==> src/logic/sbc_pkg.sv <==
// Purpose: Shared constants and types for the serial break and baud control block
// Assumes: 10 MHz pclk, APB word-aligned registers (byte address = index * 4)
// Notes:   Every offset, field position, timing count and the baud, tx control and irq reset values live here

package sbc_pkg;

   // ***************************************************
   // Clock and timing
   // ***************************************************
   localparam int CLK_HZ = 10000000;
   localparam int BIT_RATE_BPS = 156250;
   localparam int OS_PER_BIT = 16;
   localparam int OS_DIV_CYCLES = CLK_HZ / (OS_PER_BIT * BIT_RATE_BPS);
   localparam logic [3:0] OS_LAST = 4'(OS_PER_BIT - 1);
   localparam logic [3:0] OS_MID = 4'(OS_PER_BIT / 2 - 1);
   localparam logic [3:0] DATA_LAST = 4'h7;
   localparam logic [3:0] BREAK_LAST = 4'hB;
   localparam int BREAK_ZERO_BITS = 12;

   // ***************************************************
   // Register indices and byte addresses
   // ***************************************************
   localparam logic [8:0] IDX_BAUD = 9'h11F;
   localparam logic [8:0] IDX_TXCTRL = 9'h11D;
   localparam logic [8:0] IDX_TXDATA = 9'h11C;
   localparam logic [8:0] IDX_IRQMASK = 9'h11B;
   localparam logic [8:0] IDX_IRQSTAT = 9'h11A;
   localparam logic [8:0] IDX_RXDATA = 9'h119;
   localparam logic [11:0] ADDR_BAUD = {1'b0, IDX_BAUD, 2'b00};
   localparam logic [11:0] ADDR_TXCTRL = {1'b0, IDX_TXCTRL, 2'b00};
   localparam logic [11:0] ADDR_TXDATA = {1'b0, IDX_TXDATA, 2'b00};
   localparam logic [11:0] ADDR_IRQMASK = {1'b0, IDX_IRQMASK, 2'b00};
   localparam logic [11:0] ADDR_IRQSTAT = {1'b0, IDX_IRQSTAT, 2'b00};
   localparam logic [11:0] ADDR_RXDATA = {1'b0, IDX_RXDATA, 2'b00};

   // ***************************************************
   // Field positions
   // ***************************************************
   localparam int BAUD_ABD_OVF = 7;
   localparam int BAUD_RX_IDLE = 6;
   localparam int BAUD_POL = 4;
   localparam int BAUD_WIDE = 3;
   localparam int BAUD_WAKE = 1;
   localparam int BAUD_ABD_EN = 0;
   localparam int TXC_ENABLE = 0;
   localparam int TXC_BREAK = 1;
   localparam int TXC_SYNC = 2;
   localparam int TXC_EMPTY = 3;
   localparam int TXC_BUF_FULL = 4;
   localparam int IRQ_W = 3;
   localparam int IRQ_BREAK_DONE = 0;
   localparam int IRQ_RECEIVE = 1;
   localparam int IRQ_CHAR_DONE = 2;

   // ***************************************************
   // Reset values
   // ***************************************************
   localparam logic [7:0] BAUD_RESET = 8'h00;
   localparam logic [7:0] TXCTRL_RESET = 8'h00;
   localparam logic [IRQ_W-1:0] IRQ_RESET = 3'h0;

   // ***************************************************
   // State types
   // ***************************************************
   typedef enum logic [1:0] {TX_IDLE, TX_START, TX_DATA, TX_STOP} sbc_tx_state_e;
   typedef enum logic [1:0] {RX_IDLE, RX_START, RX_DATA, RX_STOP} sbc_rx_state_e;

endpackage

==> src/logic/sbc_top.sv <==
// Purpose: Break transmit path, baud control register and APB slave of a serial port
// Assumes: Single 10 MHz clock; rx_in and autobaud_ovf_in are synchronous to pclk
// Notes:   Zero-wait APB; read data is captured in the setup cycle
// Operation
// - Break is start bit, twelve low bits, then one stop bit.
// - Data write under break request starts break; written value discarded.
// - Break request clears itself after the break stop bit is sent.
// - Next byte is buffered during a break, sent normally afterwards.
// - Shift-empty flag shows busy during a break, idle afterwards.
// - Receiver stays idle while wake-on-edge is enabled.
// - Baud control bits 7,6 read-only; 4,3,1,0 writable; reset zero.
// - Overflow flag reads auto-baud overflow in async mode only.
// - Receiver idle flag low from start bit until reception ends.
// - Polarity inverts transmit idle and data async; selects rising edge sync.
// - Wake edge sets receive flag, no character, enable self-clears.
//
// Register access over APB was decided locally.
`timescale 1ns/1ps
`default_nettype none

module sbc_top
   import sbc_pkg::*;
(
   input wire logic pclk,
   input wire logic presetn,
   input wire logic psel,
   input wire logic penable,
   input wire logic pwrite,
   input wire logic [11:0] paddr,
   input wire logic [31:0] pwdata,
   output logic pready,
   output logic [31:0] prdata,
   output logic pslverr,
   input wire logic rx_in,
   output logic tx_out,
   input wire logic autobaud_ovf_in,
   output logic autobaud_enable,
   output logic wide_rate_select,
   output logic sync_clock_rising,
   output logic irq
);

   // ***************************************************
   // Declarations
   // ***************************************************
   logic pol_q, wide_q, wake_q, abd_en_q;
   logic tx_en_q, brk_req_q, sync_q;
   logic buf_valid_q, buf_brk_q, brk_active_q;
   logic [7:0] buf_data_q;
   logic [7:0] rx_data_q, rx_shift_q;
   logic [IRQ_W-1:0] stat_q, mask_q, stat_set;
   logic [31:0] rd_mux, prdata_q;
   logic [7:0] baud_rd, txc_rd;
   logic [7:0] os_div_q;
   logic os_tick;
   logic setup_rd, acc, wr_en, rd_en, hit;
   logic wr_baud, wr_txc, wr_tx, wr_mask, rd_stat;
   logic load, accept, new_brk;
   logic busy, done, done_break, tx_line;
   logic rx_prev_q, rx_fall, rx_idle_flag, rx_done;
   sbc_rx_state_e rx_state_q;
   logic [3:0] rx_os_q, rx_bit_q;

   // ***************************************************
   // APB slave
   // ***************************************************
   // Every access completes in its first access cycle
   assign pready = 1'b1;
   assign acc = psel && penable;
   assign wr_en = acc && pwrite;
   assign rd_en = acc && !pwrite;
   assign setup_rd = psel && !penable && !pwrite;
   assign hit = (paddr == ADDR_BAUD) || (paddr == ADDR_TXCTRL) || (paddr == ADDR_TXDATA)
      || (paddr == ADDR_IRQMASK) || (paddr == ADDR_IRQSTAT) || (paddr == ADDR_RXDATA);
   assign pslverr = acc && !hit;
   assign wr_baud = wr_en && (paddr == ADDR_BAUD);
   assign wr_txc = wr_en && (paddr == ADDR_TXCTRL);
   assign wr_tx = wr_en && (paddr == ADDR_TXDATA);
   assign wr_mask = wr_en && (paddr == ADDR_IRQMASK);
   assign rd_stat = rd_en && (paddr == ADDR_IRQSTAT);

   // Flags that are meaningless in synchronous mode read as zero there
   assign rx_idle_flag = !sync_q && (rx_state_q == RX_IDLE);
   always_comb begin
      baud_rd = 8'h00;
      baud_rd[BAUD_ABD_OVF] = !sync_q && autobaud_ovf_in;
      baud_rd[BAUD_RX_IDLE] = rx_idle_flag;
      baud_rd[BAUD_POL] = pol_q;
      baud_rd[BAUD_WIDE] = wide_q;
      baud_rd[BAUD_WAKE] = wake_q;
      baud_rd[BAUD_ABD_EN] = abd_en_q;
      txc_rd = 8'h00;
      txc_rd[TXC_ENABLE] = tx_en_q;
      txc_rd[TXC_BREAK] = brk_req_q;
      txc_rd[TXC_SYNC] = sync_q;
      txc_rd[TXC_EMPTY] = !busy;
      txc_rd[TXC_BUF_FULL] = buf_valid_q;
   end

   // Read mux; unmapped and write-only addresses read zero
   always_comb begin
      unique case (paddr)
         ADDR_BAUD: rd_mux = {24'h000000, baud_rd};
         ADDR_TXCTRL: rd_mux = {24'h000000, txc_rd};
         ADDR_IRQMASK: rd_mux = {29'h00000000, mask_q};
         ADDR_IRQSTAT: rd_mux = {29'h00000000, stat_q};
         ADDR_RXDATA: rd_mux = {24'h000000, rx_data_q};
         default: rd_mux = 32'h00000000;
      endcase
   end

   // Capture in setup so the access cycle presents stable data from a flop
   always_ff @(posedge pclk or negedge presetn) begin
      if (!presetn) begin
         prdata_q <= 32'h00000000;
      end else if (setup_rd) begin
         prdata_q <= rd_mux;
      end
   end
   assign prdata = prdata_q;

   // ***************************************************
   // Baud control register
   // ***************************************************
   // Wake enable is cleared by the edge it waits for, unless rewritten that cycle
   always_ff @(posedge pclk or negedge presetn) begin
      if (!presetn) begin
         pol_q <= BAUD_RESET[BAUD_POL];
         wide_q <= BAUD_RESET[BAUD_WIDE];
         wake_q <= BAUD_RESET[BAUD_WAKE];
         abd_en_q <= BAUD_RESET[BAUD_ABD_EN];
      end else begin
         if (wr_baud) begin
            pol_q <= pwdata[BAUD_POL];
            wide_q <= pwdata[BAUD_WIDE];
            abd_en_q <= pwdata[BAUD_ABD_EN];
         end
         if (wr_baud) begin
            wake_q <= pwdata[BAUD_WAKE];
         end else if (wake_q && rx_fall && !sync_q) begin
            wake_q <= 1'b0;
         end
      end
   end

   assign autobaud_enable = abd_en_q;
   assign wide_rate_select = wide_q;
   assign sync_clock_rising = sync_q && pol_q;

   // ***************************************************
   // Transmit control and buffer
   // ***************************************************
   // Software setting break request in the clearing cycle wins
   always_ff @(posedge pclk or negedge presetn) begin
      if (!presetn) begin
         tx_en_q <= TXCTRL_RESET[TXC_ENABLE];
         brk_req_q <= TXCTRL_RESET[TXC_BREAK];
         sync_q <= TXCTRL_RESET[TXC_SYNC];
      end else if (wr_txc) begin
         tx_en_q <= pwdata[TXC_ENABLE];
         brk_req_q <= pwdata[TXC_BREAK];
         sync_q <= pwdata[TXC_SYNC];
      end else if (done_break) begin
         brk_req_q <= 1'b0;
      end
   end

   // A byte written while a break is already under way is an ordinary character
   assign load = buf_valid_q && !busy && tx_en_q;
   assign accept = wr_tx && (!buf_valid_q || load);
   assign new_brk = brk_req_q && !brk_active_q && !(load && buf_brk_q);

   // One-entry holding buffer in front of the shifter
   always_ff @(posedge pclk or negedge presetn) begin
      if (!presetn) begin
         buf_valid_q <= 1'b0;
         buf_brk_q <= 1'b0;
         buf_data_q <= 8'h00;
      end else if (accept) begin
         buf_valid_q <= 1'b1;
         buf_brk_q <= new_brk;
         buf_data_q <= pwdata[7:0];
      end else if (load) begin
         buf_valid_q <= 1'b0;
      end
   end

   // Marks that the shifter holds a break; load sets it even if done clears it
   always_ff @(posedge pclk or negedge presetn) begin
      if (!presetn) begin
         brk_active_q <= 1'b0;
      end else if (load) begin
         brk_active_q <= buf_brk_q;
      end else if (done) begin
         brk_active_q <= 1'b0;
      end
   end

   // ***************************************************
   // Oversample divider and transmit shifter
   // ***************************************************
   // Free-running; tx restarts its own bit phase, rx aligns on the start edge
   always_ff @(posedge pclk or negedge presetn) begin
      if (!presetn) begin
         os_div_q <= 8'h00;
      end else if (os_div_q == 8'(OS_DIV_CYCLES - 1)) begin
         os_div_q <= 8'h00;
      end else begin
         os_div_q <= os_div_q + 8'h01;
      end
   end
   assign os_tick = (os_div_q == 8'(OS_DIV_CYCLES - 1));

   sbc_tx_shift u_tx (
      .pclk(pclk),
      .presetn(presetn),
      .os_tick(os_tick),
      .load(load),
      .load_data(buf_data_q),
      .load_break(buf_brk_q),
      .invert(pol_q && !sync_q),
      .tx_line(tx_line),
      .busy(busy),
      .done(done),
      .done_break(done_break)
   );
   assign tx_out = tx_line;

   // ***************************************************
   // Receiver
   // ***************************************************
   assign rx_fall = rx_prev_q && !rx_in;

   always_ff @(posedge pclk or negedge presetn) begin
      if (!presetn) begin
         rx_prev_q <= 1'b1;
      end else begin
         rx_prev_q <= rx_in;
      end
   end

   // Mid-bit sampling; wake mode holds the receiver idle so no byte is taken
   always_ff @(posedge pclk or negedge presetn) begin
      if (!presetn) begin
         rx_state_q <= RX_IDLE;
         rx_os_q <= 4'h0;
         rx_bit_q <= 4'h0;
         rx_shift_q <= 8'h00;
      end else if (wake_q || sync_q) begin
         rx_state_q <= RX_IDLE;
      end else if (rx_state_q == RX_IDLE) begin
         if (rx_fall) begin
            rx_state_q <= RX_START;
            rx_os_q <= 4'h0;
            rx_bit_q <= 4'h0;
         end
      end else if (os_tick) begin
         rx_os_q <= rx_os_q + 4'h1;
         if (rx_os_q == OS_MID) begin
            unique case (rx_state_q)
               RX_START: rx_state_q <= rx_in ? RX_IDLE : RX_DATA;
               RX_DATA: begin
                  rx_shift_q <= {rx_in, rx_shift_q[7:1]};
                  if (rx_bit_q == DATA_LAST) begin
                     rx_state_q <= RX_STOP;
                  end
                  rx_bit_q <= rx_bit_q + 4'h1;
               end
               RX_STOP: rx_state_q <= RX_IDLE;
               RX_IDLE: rx_state_q <= RX_IDLE;
            endcase
         end
      end
   end
   assign rx_done = !wake_q && !sync_q && (rx_state_q == RX_STOP) && os_tick
      && (rx_os_q == OS_MID);

   always_ff @(posedge pclk or negedge presetn) begin
      if (!presetn) begin
         rx_data_q <= 8'h00;
      end else if (rx_done) begin
         rx_data_q <= rx_shift_q;
      end
   end

   // ***************************************************
   // Interrupts
   // ***************************************************
   always_comb begin
      stat_set = '0;
      stat_set[IRQ_BREAK_DONE] = done_break;
      stat_set[IRQ_RECEIVE] = rx_done || (wake_q && rx_fall && !sync_q);
      stat_set[IRQ_CHAR_DONE] = done && !done_break;
   end

   // Read clears, but an event in the same cycle survives
   always_ff @(posedge pclk or negedge presetn) begin
      if (!presetn) begin
         stat_q <= IRQ_RESET;
      end else if (rd_stat) begin
         stat_q <= stat_set;
      end else begin
         stat_q <= stat_q | stat_set;
      end
   end

   always_ff @(posedge pclk or negedge presetn) begin
      if (!presetn) begin
         mask_q <= IRQ_RESET;
      end else if (wr_mask) begin
         mask_q <= pwdata[IRQ_W-1:0];
      end
   end

   assign irq = |(stat_q & mask_q);

   // ***************************************************
   // Checks
   // ***************************************************
   break_clear_a: assert property (@(posedge pclk) disable iff (!presetn)
      (done_break && !wr_txc) |=> !brk_req_q)
      else $error("break request not cleared after break");

   busy_flag_a: assert property (@(posedge pclk) disable iff (!presetn)
      load |=> txc_rd[TXC_EMPTY] == 1'b0 ##1 !txc_rd[TXC_EMPTY] [*2])
      else $error("shift empty flag wrong after load");

   queue_normal_a: assert property (@(posedge pclk) disable iff (!presetn)
      (accept && brk_active_q && !load) |=> buf_valid_q && !buf_brk_q)
      else $error("byte during break not queued as normal");

   break_start_a: assert property (@(posedge pclk) disable iff (!presetn)
      (accept && brk_req_q && !brk_active_q && !buf_valid_q && !busy && tx_en_q)
      |=> buf_brk_q ##1 brk_active_q)
      else $error("data write under break request did not start break");

   wake_idle_a: assert property (@(posedge pclk) disable iff (!presetn)
      wake_q |=> rx_state_q == RX_IDLE)
      else $error("receiver left idle in wake mode");

   wake_edge_a: assert property (@(posedge pclk) disable iff (!presetn)
      (wake_q && rx_fall && !sync_q && !wr_baud) |=> !wake_q && stat_q[IRQ_RECEIVE])
      else $error("wake edge handling wrong");

   rx_busy_a: assert property (@(posedge pclk) disable iff (!presetn)
      (rx_state_q == RX_IDLE && rx_fall && !wake_q && !sync_q) |=> !rx_idle_flag)
      else $error("receiver idle flag high after start edge");

   ovf_read_a: assert property (@(posedge pclk) disable iff (!presetn)
      (setup_rd && paddr == ADDR_BAUD) |=> prdata[BAUD_ABD_OVF] == ($past(!sync_q)
      && $past(autobaud_ovf_in)))
      else $error("overflow flag read wrong");

   idle_level_a: assert property (@(posedge pclk) disable iff (!presetn)
      (!busy && $past(!busy) && $stable(pol_q) && $stable(sync_q))
      |-> tx_out == !(pol_q && !sync_q))
      else $error("idle line level ignores polarity");

   stat_keep_a: assert property (@(posedge pclk) disable iff (!presetn)
      (rd_stat && |stat_set) |=> |stat_q)
      else $error("event lost on read clear");

endmodule // sbc_top

`default_nettype wire

==> src/logic/sbc_tx_shift.sv <==
// Purpose: Transmit shifter for ordinary characters and break characters
// Assumes: os_tick is a one-cycle pulse at sixteen times the bit rate
// Notes:   Line level is registered, so it trails the state by one cycle
`timescale 1ns/1ps
`default_nettype none

module sbc_tx_shift
   import sbc_pkg::*;
(
   input wire logic pclk,
   input wire logic presetn,
   input wire logic os_tick,
   input wire logic load,
   input wire logic [7:0] load_data,
   input wire logic load_break,
   input wire logic invert,
   output logic tx_line,
   output logic busy,
   output logic done,
   output logic done_break
);

   sbc_tx_state_e state_q;
   logic [3:0] os_q;
   logic [3:0] bit_q;
   logic [7:0] shreg_q;
   logic brk_q;
   logic level;
   logic bit_end;
   logic [15:0] low_cyc_q;

   assign bit_end = os_tick && (os_q == OS_LAST);
   assign busy = (state_q != TX_IDLE);

   // Frame sequencer: start, data or twelve zeros, stop
   always_ff @(posedge pclk or negedge presetn) begin
      if (!presetn) begin
         state_q <= TX_IDLE;
         bit_q <= 4'h0;
         shreg_q <= 8'h00;
         brk_q <= 1'b0;
      end else if (state_q == TX_IDLE) begin
         if (load) begin
            state_q <= TX_START;
            bit_q <= 4'h0;
            shreg_q <= load_break ? 8'h00 : load_data;
            brk_q <= load_break;
         end
      end else if (bit_end) begin
         unique case (state_q)
            TX_START: begin
               state_q <= TX_DATA;
            end
            TX_DATA: begin
               // Break runs twelve zero bits, a character eight data bits
               if (bit_q == (brk_q ? BREAK_LAST : DATA_LAST)) begin
                  state_q <= TX_STOP;
               end else begin
                  bit_q <= bit_q + 4'h1;
                  shreg_q <= {1'b0, shreg_q[7:1]};
               end
            end
            TX_STOP: begin
               state_q <= TX_IDLE;
            end
            TX_IDLE: begin
               state_q <= TX_IDLE;
            end
         endcase
      end
   end

   // Oversample counter restarts with each frame so the start bit is full length
   always_ff @(posedge pclk or negedge presetn) begin
      if (!presetn) begin
         os_q <= 4'h0;
      end else if (state_q == TX_IDLE) begin
         os_q <= 4'h0;
      end else if (os_tick) begin
         os_q <= os_q + 4'h1;
      end
   end

   // Completion pulses, one cycle each
   always_ff @(posedge pclk or negedge presetn) begin
      if (!presetn) begin
         done <= 1'b0;
         done_break <= 1'b0;
      end else begin
         done <= (state_q == TX_STOP) && bit_end;
         done_break <= (state_q == TX_STOP) && bit_end && brk_q;
      end
   end

   // Idle and stop are mark; polarity flips the whole line
   always_comb begin
      unique case (state_q)
         TX_START: level = 1'b0;
         TX_DATA: level = shreg_q[0];
         TX_STOP: level = 1'b1;
         TX_IDLE: level = 1'b1;
      endcase
   end

   always_ff @(posedge pclk or negedge presetn) begin
      if (!presetn) begin
         tx_line <= 1'b1;
      end else begin
         tx_line <= level ^ invert;
      end
   end

   // ***************************************************
   // Checks
   // ***************************************************
   // Cycles spent in the data phase of a break
   always_ff @(posedge pclk or negedge presetn) begin
      if (!presetn) begin
         low_cyc_q <= 16'h0000;
      end else if (state_q == TX_DATA) begin
         low_cyc_q <= low_cyc_q + 16'h0001;
      end else begin
         low_cyc_q <= 16'h0000;
      end
   end

   break_length_a: assert property (@(posedge pclk) disable iff (!presetn)
      (state_q == TX_DATA && brk_q && bit_end && bit_q == BREAK_LAST)
      |-> low_cyc_q == 16'(BREAK_ZERO_BITS * OS_PER_BIT * OS_DIV_CYCLES - 1))
      else $error("break data phase has wrong length");

   break_zeros_a: assert property (@(posedge pclk) disable iff (!presetn)
      (state_q == TX_DATA && brk_q) |-> shreg_q == 8'h00)
      else $error("break sends a nonzero bit");

endmodule // sbc_tx_shift

`default_nettype wire

==> config.mk <==
export PLATFORM = sky130hd
export DESIGN_NAME = sbc_top
export DESIGN_NICKNAME = d
export VERILOG_FILES = /design/src/logic/sbc_pkg.sv /design/src/logic/sbc_top.sv /design/src/logic/sbc_tx_shift.sv
export SDC_FILE = /design/constraint.sdc
export NUM_CORES = 1
export LEC_CHECK = 0
export ABC_AREA = 1
export BUFFER_PORTS_ARGS = -buffer_cell sky130_fd_sc_hd__buf_4
export CAP_MARGIN = 10
export CELL_PAD_IN_SITES_DETAIL_PLACEMENT = 1
export CELL_PAD_IN_SITES_GLOBAL_PLACEMENT = 1
export CORE_MARGIN = 3
export CORE_UTILIZATION = 40
export DETAILED_ROUTE_END_ITERATION = 6
export MAX_ROUTING_LAYER = met4
export PLACE_DENSITY = 0.85
export SLEW_MARGIN = 25
export SYNTH_ARGS = -nofsm -noshare
export SYNTH_HDL_FRONTEND = slang
export SYNTH_SLANG_ARGS = --single-unit
export TNS_END_PERCENT = 30
==> constraint.sdc <==
create_clock -name pclk -period 2.09 [get_ports pclk]
set_clock_uncertainty 0.1 [all_clocks]
set_input_delay 0.3135 -clock pclk [delete_from_list [all_inputs] [get_ports pclk]]
set_output_delay 0.3135 -clock pclk [all_outputs]
set_load 0.01 [all_outputs]
== Word level (Yosys, flattened, before mapping) ==
Cells that the tools add are included.
Word-level totals
  input bits: 51
  logic and storage cells: 183
  bits in registers: 113
  output and inout port bits: 39
Cells by class
  reduce and logical (&&, ||, !) cells: 75
  muxes and demuxes: 46
  bitwise operators: 5
  equal/unequal tests: 23
  add/subtract/negate cells: 5
Operators by type and width (count)
  12-bit by 11-bit == test with 1-bit output, second input constant: 6
  4-bit 2-to-1 mux: 15
  8-bit 2-to-1 mux: 7
  8-bit one-hot mux with 5 select lines: 1
  1-bit logical AND: 32
  2-bit 2-to-1 mux: 11
  2-bit nonzero test: 11
  4-bit by 1-bit adder with 4-bit output, second input constant: 4
  2-bit one-hot mux with 3 select lines: 2
  1-bit logical NOT: 11
  5-bit AND reduction: 2
  8-bit by 1-bit adder with 8-bit output, second input constant: 1
  2-bit == test, second input constant: 4
  4-bit by 3-bit == test with 1-bit output, second input constant: 2
  8-bit by 2-bit == test with 1-bit output, second input constant: 1
  1-bit logical OR: 8
  1-bit 2-to-1 mux: 8
  4-bit AND reduction: 2
  2-bit != test, second input constant: 3
  3-bit AND reduction: 2
  3-bit nonzero test: 2
  2-bit by 1-bit == test with 1-bit output, second input constant: 2
  4-bit == test: 1
  4-bit == test, second input constant: 1
  other kinds (13): 15

== Logic depth before layout (Yosys ltp) ==
Gate-level depths: netlist of run 1.
  depth after elaboration: 8
  depth in mapped cells: 11
  mapped depth without buffers: 9

== By module ==
A second synthesis of run 1 with hierarchy kept.
Unflattened totals
  cells, all modules: 592
  area, all modules: 4785.8 um2
Modules (own cells, without submodules)
  sbc_top: cells each 437, seq. area each 1677.9 um2, area an instance 3542.1 um2, times used 1
  sbc_tx_shift: cells each 155, seq. area each 551.8 um2, area an instance 1243.7 um2, times used 1

== Worst setup path after synthesis of run 1 ==
No wires, ideal clock.
  path type: flip-flop to flip-flop
  from: reg u_tx.state_q[0]
  to: reg u_tx.bit_q[2]
  stages on the path, launching flop included: 12
  path buffers: 2
  required time: 1.873 ns
  path slack: 0.361 ns
  clock period less this slack: 1.729 ns
  arrival time: 1.511 ns
  library setup time: 0.117 ns
  cell sequence: dfrtp_1 -> inv_1 -> ha_1 -> buf_4 -> nand3_1 -> inv_1 -> nor2_1 -> nor2_1 -> nand3_2 -> buf_6 -> nand2_1 -> nand2_1
On the way
  word-level cells in the longest chain between the ends: 6
  elaborated cells between the ends (all ways): 12
  those cells by class: eq/ne: 3; mux: 1; reduce/logical: 8
RTL lines
  start: declaration: RTL line sbc_tx_shift.sv:23  | sbc_tx_state_e state_q;
  start signal: assignment: RTL line sbc_tx_shift.sv:38  | state_q <= TX_IDLE;
  start signal: assignment: RTL line sbc_tx_shift.sv:44  | state_q <= TX_START;
  start signal: assignment: RTL line sbc_tx_shift.sv:52  | state_q <= TX_DATA;
  2-bit nonzero test: RTL line sbc_tx_shift.sv:33  | assign busy = (state_q != TX_IDLE);
  1-bit logical NOT: RTL line sbc_top.sv:169  | assign load = buf_valid_q && !busy && tx_en_q;
  1-bit logical AND (2 in a row): RTL line sbc_top.sv:169
  2-bit != test (no source line)
  4-bit AND reduction (no source line)
  end signal: assignment: RTL line sbc_tx_shift.sv:59  | bit_q <= bit_q + 4'h1;
  end: declaration: RTL line sbc_tx_shift.sv:25  | logic [3:0] bit_q;
Parallel ways exist; a longest one is shown, timed or not.
A chain may end at the register's enable or synchronous reset.

== Worst setup path after layout of run 1 ==
  from: reg u_tx.state_q[1]
  to: reg u_tx.shreg_q[6]
On the way
  word-level cells in the longest chain between the ends: 6
  elaborated cells between the ends (all ways): 12
  those cells by class: eq/ne: 3; mux: 1; reduce/logical: 8
RTL lines
  2-bit nonzero test: RTL line sbc_tx_shift.sv:33
  1-bit logical NOT: RTL line sbc_top.sv:169
  1-bit logical AND (2 in a row): RTL line sbc_top.sv:169
  2-bit != test (no source line)
  4-bit AND reduction (no source line)
  end signal: assignment: RTL line sbc_tx_shift.sv:46  | shreg_q <= load_break ? 8'h00 : load_data;
  end signal: assignment: RTL line sbc_tx_shift.sv:60  | shreg_q <= {1'b0, shreg_q[7:1]};
  end: declaration: RTL line sbc_tx_shift.sv:26  | logic [7:0] shreg_q;
Parallel ways exist; a longest one is shown, timed or not.

==> impl_metrics.tcl, run 1 <==
set metrics [dict create \
    status "finished clean" \
    fin_crit_ns 1.93 \
    fin_cells 794 \
    gr-total-overflow 0 \
    worst_ep_required_time_ns 2.26 \
    start_util_pct 41.1 \
    drv_slew 0 \
    grt_pass1_wl_microns 21600 \
    hold_class "in -> reg" \
    post-route-cell-area_sq_um 5520 \
    min_path_cells 3 \
    cts_made_buffers 9 \
    drt-total-wl_microns 12600 \
    cts.clk_slew.worst_paths_ns 0.06 \
    setup_viol 0 \
    met1_usage_pct 24.9 \
    r2r-end "u_tx.shreg_q[6]" \
    top_level_ports 90 \
    fmax_mhz 519 \
    final_core_util_pct 48.2 \
    end_kind "flip-flop" \
    viasPerCell 5.06 \
    worstHoldStart "pwdata[5]" \
    ys_seq_elements 89 \
    drive_above_1_share_pct 16.0 \
    yosysTopAreaCellShare_pct 46.2 \
    htree_levels 3 \
    initialDrtViolationCount 172 \
    die_x_microns 115 \
    rr_worst_depth 9 \
    slew_headroom_pct 64.5 \
    grt_pass1_vias 4418 \
    grtUsageTotal_pct 21.3 \
    route.detailed.drc 0 \
    grt_antenna_before_repair 0 \
    top_usage_layer "met2" \
    gr-usage-met2_pct 35.8 \
    clockBufferDepth 2 \
    crit_path_start_kind "flip-flop" \
    cellInternalPower_w 0.00355 \
    tightestPinTransition_ns 0.529 \
    nets 706 \
    p_leak_nw 2.82 \
    synthCells 589 \
    fill_cells 1382 \
    vias 4020 \
    wl_per_cell_microns 15.8 \
    placedInstanceArea_sq_um 5150 \
    min_to "buf_data_q[5]" \
    dp_hpwl_microns 8900 \
    crit_type "reg -> reg" \
    yosysWarnings 0 \
    power_frac_seq_pct 40.1 \
    cp_data_arrival_time_ns 2.10 \
    place.port_buffers 40 \
    rsz0062_at_grt "no" \
    synth-seq-area-share_pct 47.3 \
    placed_cells 775 \
    die-area_sq_um 13100 \
    syn_area_sq_um 4720 \
    finalHoldViolations 0 \
    vdd_drop_max_v 0.000411 \
    drv_cap 0 \
    grt_max_degree 33 \
    power_switching_w 0.00174 \
    pwr-share-comb_pct 26.4 \
    place_congestion 0.879 \
    clkSinkCount 89 \
    p_total_w 0.00528 \
    rrSetupSlack_ns 0.16 \
    netSwitchingFraction_pct 32.9 \
    area_growth_pct 17.1 \
    cellPowerDensity_nw_per_um2 957 \
    syn_area_per_cell_sq_um 8.01 \
    chipHeight_microns 115 \
    synth.area.top_cells "dfrtp_1, nand2_1, inv_1, nand3_1, buf_4" \
    final.hold.worst_slack_ns 0.132 \
    first_pass_iters 4 \
    ant_nets 0 \
    timing.rr.start "u_tx.state_q[1]" \
    antennaDiodeCount 0 \
    finalCritPeriodShare_pct 92.3 \
    yosys.area.top_type "dfrtp_1" \
    pwr-share-clk_pct 33.5 \
    clk_latency_ns 0.34 \
    tritoncts "done" \
    grt_util_met3_pct 3.70 \
    rows 39 \
    crit_path_max_fanout 11 \
    cts_root_buffer "clkbuf_16" \
    synth_cell_types 31 \
    core_area_sq_um 11500 \
]
-- through the flow --
stage	TNS, ns	worst slack [ns]
after global placement	0	0.0605
after floorplan	0	0.361
after global routing	0	0.0179
after detailed placement	-0.575	-0.0641
final	0	0.162
after CTS	0	0.0142
-- synthesized netlist by cell type --
library cell and count:
nor2_1 44, clkinv_2 1, buf_2 3, o21ai_1 18
inv_1 75, o21bai_1 1, dfrtp_1 87, a21oi_1 11
or2_2 7, nor3_1 7, xor2_1 7, o21ai_2 6
buf_4 27, nand3_1 42, nor3_2 3, dfstp_2 2
o31ai_1 2, buf_6 3, nand3_4 3, nand4_1 17
xnor2_1 3, o21ai_0 34, ha_1 9, nor2_2 4
o21ai_4 1, conb_1 2, clkbuf_1 3, nand2_1 163
nand3_2 2, and3_1 1, nor3_4 1
-- sequential cells by signal, summed over array words and instances (netlist names), 2 cells and up --
| name | cells |
|---|---|
| buf_data_q | 8 |
| mask_q | 3 |
| os_div_q | 8 |
| prdata | 8 |
| rx_bit_q | 4 |
| rx_data_q | 8 |
| rx_os_q | 4 |
| rx_shift_q | 8 |
| rx_state_q | 2 |
| stat_q | 3 |
| u_tx.bit_q | 4 |
| u_tx.os_q | 4 |
| u_tx.shreg_q | 8 |
| u_tx.state_q | 2 |
-- cell usage in the layout (no fill, tap or decap), types with 3 or more instances in the layout --
master / n
nand2_1: 163
dfrtp_1: 87
inv_1: 75
buf_4: 56
nor2_1: 43
nand3_1: 41
o21ai_0: 34
conb_1: 25
o21ai_1: 18
nand4_1: 17
a21oi_1: 11
clkbuf_16: 9
ha_1: 8
nor3_1: 7
xor2_1: 7
or2_2: 7
o21ai_2: 6
nor2_2: 5
nand3_4: 4
xnor2_1: 3
nor3_2: 3
-- per-layer routing --
layer / part of all wire, % / wire length, microns
met1: 43 / 5390
met2: 51 / 6440
met3: 3.3 / 413
met4: 2.5 / 314
met5: 0 / 0
-- logic make-up after synthesis --
logic type | Yosys count | share of synthesized area, %
buffers and inverters | 112 | 11.6
adders and majority gates | 9 | 2.39
AOI/OAI and AO/OA | 73 | 8.62
DFF | 89 | 47.3
xor gates and xnor gates | 10 | 1.86
other | 2 | 0.159
and+or+nand+nor | 294 | 28.0
-- power groups by stage --
stage / sequential, W / combinational (W) / clock [W]
finish: 0.00212 / 0.00139 / 0.00177
global placement: 0.00211 / 0.00123 / 0
global route: 0.00215 / 0.00157 / 0.00188
CTS: 0.00211 / 0.00137 / 0.00180
floorplan: 0.00209 / 0.000934 / 0
detailed placement: 0.00214 / 0.00131 / 0
-- repair_timing --
action / in CTS / in global routing
hold buffers: 2 / 0
endpoints found under the setup margin: 12 / 19
pin swaps: 1 / 0
resized for setup: 1 / 3
setup buffers: 1 / 0
endpoints found under the hold margin: 29 / 0
-- worst max path at each step --
stage                    startpoint               to  cells after the start
global route             rx_os_q[0]      rx_bit_q[2]                      8
global placement        os_div_q[0]  u_tx.shreg_q[7]                      8
finish              u_tx.state_q[1]  u_tx.shreg_q[6]                      9
CTS                 u_tx.state_q[1]  u_tx.shreg_q[6]                      9
floorplan           u_tx.state_q[0]    u_tx.bit_q[2]                     11
detailed placement      os_div_q[0]    u_tx.bit_q[1]                      8
-- critical path: stages (launching register included) --
cell     delay [ns]
dfrtp_1        0.42
inv_1          0.10
ha_2           0.25
nand3_2        0.15
inv_1          0.16
nor2_1         0.08
nor2_2         0.18
buf_4          0.22
nand4_1        0.12
nand2_1        0.09
-- cell type report --
cell class,count,area (sq um),share of cell area (%)
clock buffer,13,260,4.71
clock inverter,3,65.1,1.18
inverter,76,287,5.19
multi-input combinational,411,2040,37.0
sequential,89,2230,40.4
tap,143,179,3.24
timing repair buffer,59,460,8.34
Note: power is estimated with default switching activity, not from simulation.
==> run 2: changes to the inputs <==
Settings changed: BUFFER_PORTS_ARGS -buffer_cell sky130_fd_sc_hd__buf_4 to -buffer_cell sky130_fd_sc_hd__buf_2, MAX_ROUTING_LAYER met4 to not set.
==> run 2 against run 1 <==
Net effect:
- global-route usage decreased by 0.67 points
- clock-buffer cell count is 3 lower
- clock power shrank 7%
- setup slack improved by 0.0020 ns
- highest routed layer unchanged
- largest cell class unchanged
- worst hold slack got worse by 0.018 ns
- register-to-register slack improved by 0.03 ns
- final cell count down 0.13%
==> impl_metrics.tcl, run 2 (same netlist as run 1, synthesis figures left out) <==
set metrics [dict create \
    status "finished clean" \
    clkSinkCount 89 \
    start_util_pct 41.1 \
    clk_latency_ns 0.35 \
    dp_worst_setup_slack_ns -0.104 \
    worst_ep_required_time_ns 1.68 \
    top_level_ports 90 \
    rr_worst_depth 9 \
    fmax_mhz 519 \
    fin_crit_ns 1.93 \
    wl_per_cell_microns 16.2 \
    rrSetupSlack_ns 0.19 \
    end_kind "primary output" \
    drive_above_1_share_pct 16.3 \
    vdd_drop_max_v 0.000473 \
    p_leak_nw 2.78 \
    min_to "buf_data_q[5]" \
    drv_slew 0 \
    final_cell_mix "nand2_1, dfrtp_1, inv_1" \
    cp_data_arrival_time_ns 1.51 \
    die-area_sq_um 13100 \
    fin_cells 793 \
    tritoncts "done" \
    route.detailed.drc 0 \
    worstHoldStart "pwdata[5]" \
    grt_antenna_before_repair 0 \
    crit_path_start_kind "input port" \
    clockBufferDepth 2 \
    cts_root_buffer "clkbuf_16" \
    vias 4029 \
    final_core_util_pct 47.1 \
    final_common_cell "nand2_1" \
    critPathBufInv 3 \
    ant_nets 0 \
    drv_cap 0 \
    antennaDiodeCount 0 \
    grt_pass1_wl_microns 21500 \
    finalHoldViolations 0 \
    rows 39 \
    crit_slowest_cell "nor2_1" \
    htree_levels 3 \
    area_growth_pct 14.5 \
    crit_family "simple AND/OR/NAND/NOR gates" \
    timing.rr.start "u_tx.state_q[0]" \
    cts_made_buffers 9 \
    gr-total-overflow 0 \
    p_total_w 0.00514 \
    initialDrtViolationCount 172 \
    placed_cells 773 \
    die_x_microns 115 \
    core_area_sq_um 11500 \
    drt-total-wl_microns 12900 \
    cellPowerDensity_nw_per_um2 952 \
    hold_class "in -> reg" \
    slew_headroom_pct 65.0 \
    placedInstanceArea_sq_um 5040 \
    grtUsageTotal_pct 20.6 \
    crit_type "in -> out" \
    chipHeight_microns 115 \
    cts.clk_slew.worst_paths_ns 0.07 \
    rsz0062_at_grt "no" \
    tightestPinTransition_ns 0.523 \
    viasPerCell 5.08 \
    r2r-end "u_tx.shreg_q[1]" \
    grt_max_degree 62 \
    critPathMaxStageDelay_ns 0.35 \
    place_congestion 0.870 \
    dp_hpwl_microns 9080 \
    finalCritPeriodShare_pct 92.2 \
    post-route-cell-area_sq_um 5400 \
    place.port_buffers 40 \
    crit_path_max_fanout 4 \
    setup_viol 0 \
    grt_pass1_vias 4437 \
    timing.final.ws_setup_ns 0.164 \
    nets 706 \
    min_path_cells 3 \
    path_cells "buf_2 -> inv_1 -> nor2_1 -> nand2_1 -> nor2_1 -> nand2_1 -> nand3_1 -> nor3_1 -> buf_2" \
    first_pass_iters 4 \
]
[run 2: changes by cell type in the layout (fill, tap and decap cells not counted), sizes merged]
cell,delta
clkbuf,-3
clkinv,+2
bufinv,-1
clkinvlp,+1
[run 2: stage by stage]
stage / setup TNS (ns) / hold slack [ns]
floorplan: 0 / -0.0821
global placement: 0 / 0.0111
detailed placement: -0.785 / 0.0106
CTS: 0 / 0.107
global route: 0 / 0.123
finish: 0 / 0.114
[run 2: what timing repair did]
item                                    CTS  global route
endpoints found under the setup margin   12            16
gates resized for setup                   3             3
setup buffers                             0             3
hold buffers                              2             0
hold endpoints to repair                 88             0
pin swaps                                 0             1
[run 2: where the power goes]
part	switching [W]	total, W	leakage (nW)	internal [W]
Combinational	0.000876	0.00139	1.46	0.000511
Sequential	0.000182	0.00211	1.17	0.00193
Clock	0.000694	0.00165	0.144	0.000951
[run 2: tightest hold or removal path: stages]
cell and delay, ns:
buf_2 0.08, nor2_1 0.03, a21oi_1 0.10
[run 2: how the worst max path moves through the flow]
stage	to	startpoint	slack, ns	cells after the start
after floorplan	u_tx.bit_q[2]	u_tx.state_q[0]	0.36	11
after global placement	u_tx.shreg_q[7]	u_tx.state_q[0]	0.02	9
after detailed placement	u_tx.shreg_q[7]	u_tx.state_q[0]	-0.10	9
after CTS	u_tx.shreg_q[7]	os_div_q[0]	0.05	8
after global routing	pslverr	paddr[1]	0.06	8
final	pslverr	paddr[6]	0.16	9
[run 2: final cells by class]
cell class / count / area, sq um
Timing Repair Buffer: 59 / 363
Sequential cell: 89 / 2230
Multi-Input combinational cell: 411 / 2050
Inverter: 76 / 287
Fill cell: 1415 / 6070
Tap cell: 143 / 179
Clock inverter: 5 / 56.3
Clock buffer: 10 / 239
[run 2: per-layer routing]
metal	share of wire [%]	vias to the layer above	track usage (%)
li1	-	1930	-
met1	43	2018	25.3
met2	52	65	36.7
met3	2.8	16	2.96
met4	1.8	0	7.13
met5	0	-	0
